### src/core/dsc_pkg.sv
// Constants, reset values and carrier types of the converter register bank
// Assumes a single 20 MHz clock and an I2C-compatible host on the pins
package dsc_pkg;

  // ----------------------------------------
  // Register offsets and lock window
  // ----------------------------------------
  localparam logic [7:0] OFS_LOCK = 8'h0d;
  localparam logic [7:0] OFS_ILIM = 8'h0f;
  localparam logic [7:0] OFS_PGS  = 8'h10;
  localparam logic [7:0] OFS_UV   = 8'h11;
  localparam logic [7:0] OFS_PAD  = 8'h13;
  localparam logic [7:0] OFS_ADR  = 8'h14;
  localparam logic [7:0] OFS_VAR  = 8'h30;
  localparam logic [7:0] OFS_PID  = 8'h31;
  localparam logic [7:0] OFS_CUS  = 8'h32;
  localparam logic [7:0] OFS_REV  = 8'h33;
  localparam logic [7:0] LOCK_LO  = 8'h0e;
  localparam logic [7:0] LOCK_HI  = 8'h2f;
  localparam logic [7:0] LOCK_KEY = 8'h4a;

  // ----------------------------------------
  // Reset values
  // ----------------------------------------
  localparam logic [7:0] RST_ILIM = 8'h1c;
  localparam logic [7:0] RST_PGS  = 8'h17;
  localparam logic [7:0] RST_UV   = 8'h60;
  localparam logic [7:0] RST_PAD  = 8'hd9;
  localparam logic [7:0] RST_ADR  = 8'hcd;
  localparam logic [7:0] RST_ID   = 8'h00;

  // ----------------------------------------
  // Field decoding and timing
  // ----------------------------------------
  localparam logic [4:0]  PG_SAT_CODE  = 5'h19;
  localparam logic [13:0] ILIM_BASE_MA = 14'h12c0;
  localparam logic [9:0]  ILIM_STEP_MA = 10'h1c2;
  localparam int          CLK_NS       = 50;
  localparam int          MS_NS        = 1000000;
  localparam int          MS_CYCLES    = MS_NS / CLK_NS;
  localparam logic [8:0]  PAUSE_MS_1   = 9'h00a;
  localparam logic [8:0]  PAUSE_MS_2   = 9'h064;
  localparam logic [8:0]  PAUSE_MS_3   = 9'h1f4;

  typedef struct packed {
    logic [3:0] peak_current_limit_code;
    logic       power_good_comparator_off;
    logic [4:0] power_good_threshold;
    logic [1:0] startup_current_limit;
    logic [2:0] input_undervoltage_hysteresis;
    logic [4:0] input_undervoltage_critical_level;
    logic       pad_supply_regulator_on;
    logic [1:0] power_cycle_pause_select;
    logic [1:0] pad_supply_voltage_select;
    logic [2:0] input_undervoltage_warning_level;
    logic [3:0] target_address_upper_nibble;
  } dsc_cfg_t;

  typedef struct packed {
    logic [13:0] peak_limit_ma;
    logic [4:0]  power_good_threshold_eff;
  } dsc_level_t;

endpackage

### src/core/dsc_i2c_target.sv
// I2C-compatible target: address match, register pointer, reads and writes
// Assumes scl and sda_in synchronous to clock and much slower than it
`timescale 1ns/100ps
module dsc_i2c_target (
  input  wire logic       clock,
  input  wire logic       nrst,
  input  wire logic       scl,
  input  wire logic       sda_in,
  input  wire logic [3:0] addr_nibble,
  input  wire logic [7:0] rd_data,
  output logic            sda_oe,
  output logic [7:0]      reg_addr,
  output logic            wr_stb,
  output logic [7:0]      wr_data
);
  import dsc_pkg::*;

  typedef enum logic [3:0] {
    IDLE, ADDR, AACK, PTR, PACK, WDATA, WACK, RDATA, RACK
  } dsc_i2c_st_t;

  dsc_i2c_st_t st, next_st;
  logic [3:0]  cnt, next_cnt;
  logic [7:0]  sh, next_sh, next_reg_addr, next_wr_data;
  logic        rw, next_rw, next_sda_oe, next_wr_stb;
  logic        scl_q, sda_q;
  logic        rise, fall, start, stop;

  assign rise  = scl & ~scl_q;
  assign fall  = ~scl & scl_q;
  assign start = scl & scl_q & sda_q & ~sda_in;
  assign stop  = scl & scl_q & ~sda_q & sda_in;

  // ----------------------------------------
  // Bus framing
  // ----------------------------------------
  always_comb begin
    next_st       = st;
    next_cnt      = cnt;
    next_sh       = sh;
    next_rw       = rw;
    next_sda_oe   = sda_oe;
    next_reg_addr = reg_addr;
    next_wr_data  = wr_data;
    next_wr_stb   = 1'b0;
    if (start) begin
      next_st     = ADDR;
      next_cnt    = 4'h0;
      next_sda_oe = 1'b0;
    end else if (stop) begin
      next_st     = IDLE;
      next_sda_oe = 1'b0;
    end else if (rise) begin
      if (st == ADDR || st == PTR || st == WDATA) begin
        next_sh  = {sh[6:0], sda_in};
        next_cnt = cnt + 4'h1;
      end else if (st == RDATA) begin
        next_cnt = cnt + 4'h1;
      end else if (st == RACK && sda_in) begin
        next_st = IDLE;
      end
    end else if (fall) begin
      unique case (st)
        IDLE: ;
        ADDR: if (cnt == 4'h8) begin
          next_cnt = 4'h0;
          if (sh[7:1] == {addr_nibble, 3'h0}) begin
            next_rw     = sh[0];
            next_sda_oe = 1'b1;
            next_st     = AACK;
          end else begin
            next_st = IDLE;
          end
        end
        AACK: if (rw) begin
          next_sh     = rd_data;
          next_sda_oe = ~rd_data[7];
          next_st     = RDATA;
        end else begin
          next_sda_oe = 1'b0;
          next_st     = PTR;
        end
        PTR: if (cnt == 4'h8) begin
          next_reg_addr = sh;
          next_cnt      = 4'h0;
          next_sda_oe   = 1'b1;
          next_st       = PACK;
        end
        PACK: begin
          next_sda_oe = 1'b0;
          next_st     = WDATA;
        end
        WDATA: if (cnt == 4'h8) begin
          next_wr_stb  = 1'b1;
          next_wr_data = sh;
          next_cnt     = 4'h0;
          next_sda_oe  = 1'b1;
          next_st      = WACK;
        end
        WACK: begin
          next_sda_oe   = 1'b0;
          next_reg_addr = reg_addr + 8'h01;
          next_st       = WDATA;
        end
        RDATA: if (cnt == 4'h8) begin
          next_sda_oe   = 1'b0;
          next_reg_addr = reg_addr + 8'h01;
          next_st       = RACK;
        end else begin
          next_sh     = {sh[6:0], 1'b0};
          next_sda_oe = ~sh[6];
        end
        RACK: begin
          next_sh     = rd_data;
          next_sda_oe = ~rd_data[7];
          next_cnt    = 4'h0;
          next_st     = RDATA;
        end
      endcase
    end
  end

  always_ff @(posedge clock or negedge nrst) begin
    if (!nrst) begin
      st       <= IDLE;
      cnt      <= 4'h0;
      sh       <= 8'h00;
      rw       <= 1'b0;
      sda_oe   <= 1'b0;
      reg_addr <= 8'h00;
      wr_stb   <= 1'b0;
      wr_data  <= 8'h00;
      scl_q    <= 1'b1;
      sda_q    <= 1'b1;
    end else begin
      st       <= next_st;
      cnt      <= next_cnt;
      sh       <= next_sh;
      rw       <= next_rw;
      sda_oe   <= next_sda_oe;
      reg_addr <= next_reg_addr;
      wr_stb   <= next_wr_stb;
      wr_data  <= next_wr_data;
      scl_q    <= scl;
      sda_q    <= sda_in;
    end
  end

endmodule

### src/core/dsc_config_bank.sv
// Configuration and identification register bank of the divider converter
// Assumes an I2C-compatible host on scl and sda; sda is open drain outside
//
// What this block does
// - Peak limit code, 450 mA steps, reset 0xC
// - Bit 7 set turns power-good comparator off
// - Power-good threshold saturates above code 25
// - Start-up current two-bit code, reset 11
// - Undervoltage hysteresis three-bit code, reset 011
// - Critical undervoltage five-bit code, reset zero
// - Pad regulator enable bit, reset one
// - Power cycle waits selected pause before reboot
// - Pad supply voltage two-bit select, reset 11
// - Undervoltage warning three-bit code, reset 001
// - Target address upper nibble, reset 1101
// - Variant register: revision and package nibbles
// - Customer platform tag, reset zero
// - Settings revision, zero means unconfigured
// - Key unlocks 0x0E..0x2F writes, else locked
`timescale 1ns/100ps
module dsc_config_bank #(
  parameter int         CYCLES_PER_MS = dsc_pkg::MS_CYCLES,
  parameter logic [7:0] PART_ID       = 8'h5a  // Arbitrary identification value
) (
  input  wire logic         clock,
  input  wire logic         nrst,
  input  wire logic         scl,
  input  wire logic         sda_in,
  input  wire logic         power_cycle,
  output logic              sda_out,
  output logic              sda_oe,
  output dsc_pkg::dsc_cfg_t   cfg,
  output dsc_pkg::dsc_level_t level,
  output logic              reboot_hold,
  output logic              reboot_go
);
  import dsc_pkg::*;

  localparam int CW = $clog2(CYCLES_PER_MS + 1);

  logic [7:0] r_ilim, r_pgs, r_uv, r_pad, r_adr, r_var, r_cus, r_rev;
  logic [7:0] next_ilim, next_pgs, next_uv, next_pad, next_adr;
  logic [7:0] next_var, next_cus, next_rev;
  logic       unlocked, next_unlocked;
  logic [7:0] reg_addr, wr_data, rd_data;
  logic       wr_stb, may_write, in_window;

  // ----------------------------------------
  // Serial target
  // ----------------------------------------
  dsc_i2c_target u_i2c (
    .clock       (clock),
    .nrst        (nrst),
    .scl         (scl),
    .sda_in      (sda_in),
    .addr_nibble (r_adr[3:0]),
    .rd_data     (rd_data),
    .sda_oe      (sda_oe),
    .reg_addr    (reg_addr),
    .wr_stb      (wr_stb),
    .wr_data     (wr_data)
  );

  assign sda_out = 1'b0;

  // ----------------------------------------
  // Register writes
  // ----------------------------------------
  assign in_window = (reg_addr >= LOCK_LO) && (reg_addr <= LOCK_HI);
  assign may_write = wr_stb && (!in_window || unlocked);

  always_comb begin
    next_unlocked = unlocked;
    next_ilim     = r_ilim;
    next_pgs      = r_pgs;
    next_uv       = r_uv;
    next_pad      = r_pad;
    next_adr      = r_adr;
    next_var      = r_var;
    next_cus      = r_cus;
    next_rev      = r_rev;
    if (may_write) begin
      unique case (reg_addr)
        OFS_LOCK: next_unlocked = (wr_data == LOCK_KEY);
        OFS_ILIM: next_ilim = wr_data;
        OFS_PGS:  next_pgs  = wr_data;
        OFS_UV:   next_uv   = wr_data;
        OFS_PAD:  next_pad  = wr_data;
        OFS_ADR:  next_adr  = wr_data;
        OFS_VAR:  next_var  = wr_data;
        OFS_CUS:  next_cus  = wr_data;
        OFS_REV:  next_rev  = wr_data;
        default: ;
      endcase
    end
  end

  always_ff @(posedge clock or negedge nrst) begin
    if (!nrst) begin
      unlocked <= 1'b0;
      r_ilim   <= RST_ILIM;
      r_pgs    <= RST_PGS;
      r_uv     <= RST_UV;
      r_pad    <= RST_PAD;
      r_adr    <= RST_ADR;
      r_var    <= RST_ID;
      r_cus    <= RST_ID;
      r_rev    <= RST_ID;
    end else begin
      unlocked <= next_unlocked;
      r_ilim   <= next_ilim;
      r_pgs    <= next_pgs;
      r_uv     <= next_uv;
      r_pad    <= next_pad;
      r_adr    <= next_adr;
      r_var    <= next_var;
      r_cus    <= next_cus;
      r_rev    <= next_rev;
    end
  end

  // ----------------------------------------
  // Register reads
  // ----------------------------------------
  always_comb begin
    unique case (reg_addr)
      OFS_LOCK: rd_data = unlocked ? LOCK_KEY : 8'h00;
      OFS_ILIM: rd_data = r_ilim;
      OFS_PGS:  rd_data = r_pgs;
      OFS_UV:   rd_data = r_uv;
      OFS_PAD:  rd_data = r_pad;
      OFS_ADR:  rd_data = r_adr;
      OFS_VAR:  rd_data = r_var;
      OFS_PID:  rd_data = PART_ID;
      OFS_CUS:  rd_data = r_cus;
      OFS_REV:  rd_data = r_rev;
      default:  rd_data = 8'h00;
    endcase
  end

  // ----------------------------------------
  // Field outputs
  // ----------------------------------------
  // Configuration fields, comparator off bit among them
  assign cfg = '{
    peak_current_limit_code:           r_ilim[3:0],
    power_good_comparator_off:         r_pgs[7],
    power_good_threshold:              r_pgs[6:2],
    startup_current_limit:             r_pgs[1:0],
    input_undervoltage_hysteresis:     r_uv[7:5],
    input_undervoltage_critical_level: r_uv[4:0],
    pad_supply_regulator_on:           r_pad[7],
    power_cycle_pause_select:          r_pad[6:5],
    pad_supply_voltage_select:         r_pad[4:3],
    input_undervoltage_warning_level:  r_pad[2:0],
    target_address_upper_nibble:       r_adr[3:0]
  };

  dsc_level_t next_level;

  always_comb begin
    next_level.peak_limit_ma = ILIM_BASE_MA + 14'(ILIM_STEP_MA) * 14'(r_ilim[3:0]);
    next_level.power_good_threshold_eff =
      (r_pgs[6:2] > PG_SAT_CODE) ? PG_SAT_CODE : r_pgs[6:2];
  end

  always_ff @(posedge clock or negedge nrst) begin
    if (!nrst) begin
      level <= '0;
    end else begin
      level <= next_level;
    end
  end

  // ----------------------------------------
  // Power cycle pause
  // ----------------------------------------
  logic [CW-1:0] cyc, next_cyc;
  logic [8:0]    ms_left, next_ms_left, pause_ms;
  logic          next_hold, next_go, ms_tick;

  always_comb begin
    unique case (r_pad[6:5])
      2'h0: pause_ms = 9'h000;
      2'h1: pause_ms = PAUSE_MS_1;
      2'h2: pause_ms = PAUSE_MS_2;
      2'h3: pause_ms = PAUSE_MS_3;
    endcase
  end

  assign ms_tick = (cyc == CW'(CYCLES_PER_MS - 1));

  always_comb begin
    next_cyc     = cyc;
    next_ms_left = ms_left;
    next_hold    = reboot_hold;
    next_go      = 1'b0;
    if (power_cycle) begin
      next_cyc     = '0;
      next_ms_left = pause_ms;
      next_hold    = (pause_ms != 9'h000);
      next_go      = (pause_ms == 9'h000);
    end else if (reboot_hold) begin
      next_cyc = ms_tick ? '0 : cyc + CW'(1);
      if (ms_tick) begin
        next_ms_left = ms_left - 9'h001;
        if (ms_left == 9'h001) begin
          next_hold = 1'b0;
          next_go   = 1'b1;
        end
      end
    end
  end

  always_ff @(posedge clock or negedge nrst) begin
    if (!nrst) begin
      cyc         <= '0;
      ms_left     <= 9'h000;
      reboot_hold <= 1'b0;
      reboot_go   <= 1'b0;
    end else begin
      cyc         <= next_cyc;
      ms_left     <= next_ms_left;
      reboot_hold <= next_hold;
      reboot_go   <= next_go;
    end
  end
endmodule

### config.mk
export PLATFORM = sky130hd
export DESIGN_NAME = dsc_config_bank
export DESIGN_NICKNAME = d
export VERILOG_FILES = /design/src/core/dsc_pkg.sv /design/src/core/dsc_i2c_target.sv /design/src/core/dsc_config_bank.sv
export SDC_FILE = /design/constraint.sdc
export NUM_CORES = 1
export LEC_CHECK = 0
export ABC_AREA = 0
export BUFFER_PORTS_ARGS = -buffer_cell sky130_fd_sc_hd__clkbuf_2
export CAP_MARGIN = 0
export CORE_MARGIN = 2
export CORE_UTILIZATION = 30
export DETAILED_ROUTE_END_ITERATION = 16
export PLACE_DENSITY = 0.57
export SLEW_MARGIN = 20
export SYNTH_ARGS = -nofsm -noshare
export SYNTH_HDL_FRONTEND = slang
export SYNTH_SLANG_ARGS = --single-unit
### constraint.sdc
create_clock -name clock -period 7 [get_ports clock]
set_input_delay 0.7 -clock clock [delete_from_list [all_inputs] [get_ports clock]]
set_output_delay 0.7 -clock clock [all_outputs]
set_load 0.01 [all_outputs]
Yosys cells after proc, flatten, opt, wreduce, memory -nomap -nowiden
Index checks and enable logic that the tools add are counted.
Widths: inputs -> output; s select.
{"block": "op_classes", "n_mux": 65, "bitwise_logic": 16, "eq_ne": 45, "order_cmp": 3, "add_sub_neg": 5, "multipliers": 1, "n_reduce_logical": 41}
{"cell": "$pmux 8 s10", "n": 1}
{"cell": "$mux 4", "n": 18}
{"cell": "$mux 8", "n": 7}
{"cell": "$pmux 8 s3", "n": 2}
{"cell": "$mux 15", "n": 3}
{"cell": "$pmux 9 s4", "n": 1}
{"cell": "$eq 8x5->1 const B", "n": 4}
{"cell": "$eq 8x6->1 const B", "n": 4}
{"cell": "$pmux 4 s7", "n": 1}
{"cell": "$mux 9", "n": 3}
{"cell": "$mux 1", "n": 23}
{"cell": "$reduce_and 7->1", "n": 3}
{"cell": "$reduce_and 2->1", "n": 10}
{"cell": "$eq 4x3->1 const B", "n": 4}
{"cell": "$eq 8x4->1 const B", "n": 2}
{"cell": "$ne 4x4->1 const B", "n": 4}
{"cell": "$add 15x1->15 const B", "n": 1}
{"cell": "$eq 15x15->1 const B", "n": 1}
{"cell": "$ne 5x2->1 const B", "n": 3}
{"cell": "$add 13x13->14 const A", "n": 1}
{"cell": "$mul 8x4->12 const A", "n": 1}
{"cell": "$ne 4x2->1 const B", "n": 3}
{"cell": "$reduce_and 6->1", "n": 2}
{"cell": "$reduce_bool 4->1", "n": 3}
{"cell": "42 further kinds", "n": 71}
{"block": "word_totals", "input_bits": 5, "output_inout_bits": 55, "regBits": 147, "elab_cells": 201}

Longest topological paths before layout
{"block": "logic_depth", "ltp_word": 9, "depth_mapped": 11, "ltp_nobuf": 11}

Hierarchy
Synthesis repeated with hierarchy kept, for this count alone.
{"block": "hier_totals", "hier_cells": 691, "hier_area_um2": 7996.4}
{"mod": "dsc_config_bank", "n_inst": 1, "area_each_um2": 5768.0, "cells_per_inst": 473, "seq_area_each_um2": 2726.4}
{"mod": "dsc_i2c_target", "n_inst": 1, "area_each_um2": 2228.4, "cells_per_inst": 218, "seq_area_each_um2": 928.4}

Least setup slack after synthesis
OpenSTA, ideal clock, no wires.
{"block": "synth_timing", "path_kind": "register to register", "start": "register r_ilim[2]", "end": "register level[17] (netlist name)", "setup_time_ns": 0.129, "t_required_ns": 6.871, "synth_period_minus_slack_ns": 2.645, "path_buffers": 0, "t_arrival_ns": 2.516, "path_slack_ns": 4.355, "path_stages_with_launch": 11, "path_cell_list": "dfstp_2 > inv_1 > fa_1 > inv_1 > ha_1 > ha_1 > a21o_1 > a21oi_1 > xnor2_1 > nand3b_1 > xor2_1"}
{"element": "from (decl)", "line": "dsc_config_bank.sv:41", "source": "logic [7:0] r_ilim, r_pgs, r_uv, r_pad, r_adr, r_var, r_cus, r_rev;"}
{"element": "from (signal assigned)", "line": "dsc_config_bank.sv:111", "source": "r_ilim <= next_ilim;"}
{"element": "to (signal assigned)", "line": "dsc_config_bank.sv:171", "source": "level <= next_level;"}
{"element": "to (decl)", "line": "dsc_config_bank.sv:33", "source": "output dsc_pkg::dsc_level_t level,"}

Worst setup path in the final report
{"block": "layout_timing", "start": "register u_i2c.reg_addr[2]", "end": "register r_var[1]"}
{"block": "layout_via", "elab_chain_len": 6, "elab_cells_between_ends": 8, "cone_classes": "2 x order compare; 1 x eq/ne; 5 x reduce/logical"}
{"element": "from (decl)", "line": "dsc_i2c_target.sv:12", "source": "output logic [7:0] reg_addr,"}
{"element": "from (signal assigned)", "line": "dsc_i2c_target.sv:141", "source": "reg_addr <= next_reg_addr;"}
{"element": "$ge 8x4->1 or $le 8x6->1 (tied branches)", "line": "dsc_config_bank.sv:69", "source": "assign in_window = (reg_addr >= LOCK_LO) && (reg_addr <= LOCK_HI);"}
{"element": "$logic_and 1x1->1", "line": "dsc_config_bank.sv:69"}
{"element": "$logic_not 1->1", "line": "dsc_config_bank.sv:70", "source": "assign may_write = wr_stb && (!in_window || unlocked);"}
{"element": "$logic_or 1x1->1", "line": "dsc_config_bank.sv:70"}
{"element": "$logic_and 1x1->1", "line": "dsc_config_bank.sv:70"}
{"element": "$reduce_and 2->1 (no line) *"}
{"element": "to (signal assigned)", "line": "dsc_config_bank.sv:116", "source": "r_var <= next_var;"}
{"element": "to (decl)", "line": "dsc_config_bank.sv:41"}
Every way passes the cells marked *; elsewhere a longest branch is shown, timed or not.
A chain may end at the register's enable or synchronous reset.

==> results_dict.tcl <==
set metrics [dict create \
    status "finished, final reports clean" \
    hold_viol 0 \
    skew_ns 0.0170 \
    grt_pass1_wl_mm 32.5 \
    largest_reg_flops 17 \
    rows 59 \
    reg_top3 "level (17), cyc (15), ms_left (9)" \
    routed_wl_mm 19.9 \
    ys_types 75 \
    fin_nets 809 \
    grt_start_max_net_pins 81 \
    arrival_ns 3.16 \
    antenna_found_initial 0 \
    avgSynthCellArea_um2 10.6 \
    initialDrtViolationCount 601 \
    dpl.hpwl_mm 13.5 \
    clock_latency_ns 0.43 \
    ctsResizeCount 0 \
    wl_per_cell_um 17.7 \
    drtAntennaViolNets 0 \
    diodes 0 \
    dieArea_um2 27900 \
    chipWidth_um 167 \
    grt_pass1_vias 5802 \
    slew_viol_final 0 \
    mappedNetlistArea_um2 7970 \
    viasPerCell 5.25 \
    gp_congestion 0.824 \
    start_util_pct 30.6 \
    async_flop_share_pct 100 \
    first_pass_iters 5 \
    power_frac_seq_pct 42.7 \
    coreArea_um2 26100 \
    gr-total-overflow 0 \
    p_comb_share_pct 10.9 \
    area_growth_pct 14.3 \
    cts.htree.levels 4 \
    synth_common_cells "124 x dfrtp_1, 81 x mux2_2, 47 x nor2_1" \
    top_register "level" \
    pwr_density_cell_nw_per_um2 248 \
    synth_cells 753 \
    cp.required_ns 7.31 \
    synth_area_leaders "dfrtp_1 39%, mux2_2 11%, dfstp_2 6.9%, ha_1 3.8%, nor2_1 2.2%" \
    cts_tree "built" \
    grt_util_all_layers_pct 14.7 \
    rsz0062_at_grt "no" \
    fin_crit_ns 2.85 \
    p_int_mw 1.66 \
    net-switching-power_mw 0.602 \
    synth_area_leader_cell "dfrtp_1" \
    seq_area_frac_synth_pct 45.8 \
    yosysWarnings 0 \
    post-route-period-util_pct 40.7 \
    p_sw_share_pct 26.6 \
    io_buffer_count 56 \
    finalSetupTns_ns 0 \
    timing.fmax_mhz 351 \
    critical_path.cell_chain "nand2_1 -> o21ai_0 -> a31oi_2 -> nand4_2 -> mux2_2" \
    startpoint_type "register" \
    synth_edf_count 0 \
    worst_pin_slew_ns 1.11 \
    cts_buffer_depth 2 \
    max_stage_delay_ns 0.71 \
    via_count 5911 \
    drive_above_1_share_pct 26.7 \
    crit_type "reg2reg" \
    critical-path-slowest-cell "dfrtp_1" \
    clock_sinks 145 \
    hp-class "in2async" \
    post_cts_buffers 0 \
    path_clk_slew_ns 0.07 \
    ys_ff_latch 145 \
    cp_max_fo 24 \
    ctsHoldBuffers 0 \
    dieHeight_um 167 \
    numCtsBuffers 17 \
    synth.most_common_cell "dfrtp_1" \
    synth_ff_type "dfrtp_1" \
    slew_headroom_pct 25.2 \
    total_power_mw 2.26 \
    cap_viol_max_count 0 \
    power.leakage_nw 4.05 \
    io_pins 60 \
    root_buffer "clkbuf_16" \
    setup_viol 0 \
    p_clk_share_pct 46.5 \
    drc 0 \
    ir_drop_mv 0.170 \
    end_kind "register" \
    synth_top_area_share_pct 38.9 \
]
## layout make-up
cell class / instances / area [um^2]
multi-input combinational: 521 / 3940
clock inverter: 13 / 233
tap: 335 / 419
timing repair buffer: 58 / 302
inverter: 34 / 128
fill: 2630 / 16900
sequential: 145 / 3650
clock buffer: 19 / 443
## routing by layer
layer | vias to the layer above | global-route usage, % | share of wire [%]
met4 | 0 | 4.65 | 1.5
met3 | 22 | 3.09 | 4.0
li1 | 2786 | - | -
met5 | - | 0 | 0
met1 | 2967 | 20.2 | 47
met2 | 136 | 23.1 | 47
## critical path: cells and delay by family (launching register included)
family / cells / cell delay (ns)
flops: 1 / 0.71
compound gates: 2 / 0.79
mux: 1 / 0.41
simple gates: 2 / 0.82
## power groups by stage
stage / registers (mW) / clock network [mW] / logic (mW)
3_3_place_gp: 0.981 / 0 / 0.242
2_1_floorplan: 0.928 / 0 / 0.218
3_5_place_dp: 0.979 / 0 / 0.244
5_1_grt: 0.975 / 1.10 / 0.277
4_1_cts: 0.964 / 1.07 / 0.245
6_report: 0.966 / 1.05 / 0.246
## layout by cell type, fill, tap and decap left out, types with 9 or more instances in the layout
cell       instances
nor2_1            47
nand2_1           41
ha_1              24
mux2_2            81
a21oi_1           32
o22ai_1            9
inv_1             34
clkbuf_2          55
nand3_1           22
nand4_1           12
a31oi_1            9
clkbuf_16         17
nor3_1            22
dfrtp_1          124
xnor2_1           16
dfstp_2           21
o21ai_0           26
a22o_1            11
xor2_1            14
## path summary, 6_finish.rpt
check                             startpoint          end  slack (ns)  depth (start not counted)
max in group asynchronous               nrst  u_i2c.sh[7]        5.35                          2
setup reg to reg           u_i2c.reg_addr[2]     r_var[1]        4.15                          5
setup / recovery           u_i2c.reg_addr[2]     r_var[1]        4.15                          5
hold reg to reg                      cyc[14]      cyc[14]        0.47                          1
min in group clock                       scl  u_i2c.scl_q        0.40                          1
hold / removal                          nrst    level[16]        0.29                          1
## stage by stage
stage	cells	hold slack, ns	cell area, um^2	setup slack (ns)	utilization [%]
2_1_floorplan	755	0.404	7980	4.36	-
3_3_place_gp	1093	0.471	8440	3.99	32.4
3_5_place_dp	1093	0.470	8440	3.89	32.4
4_1_cts	1125	0.332	9110	4.12	35.0
5_1_grt	1125	0.345	9110	3.94	35.0
6_report	1125	0.287	9110	4.15	35.0
## cell families after synthesis
family,count (synthesis),synth area share (%)
fa+ha+maj,27,4.52
xor+xnor,30,3.30
compound gates,150,13.1
simple gates,221,15.6
other cells,1,0.0470
flops,145,45.8
mux,90,12.6
buf+inv,89,4.91
No activity file was read; power rests on OpenSTA's default activity.
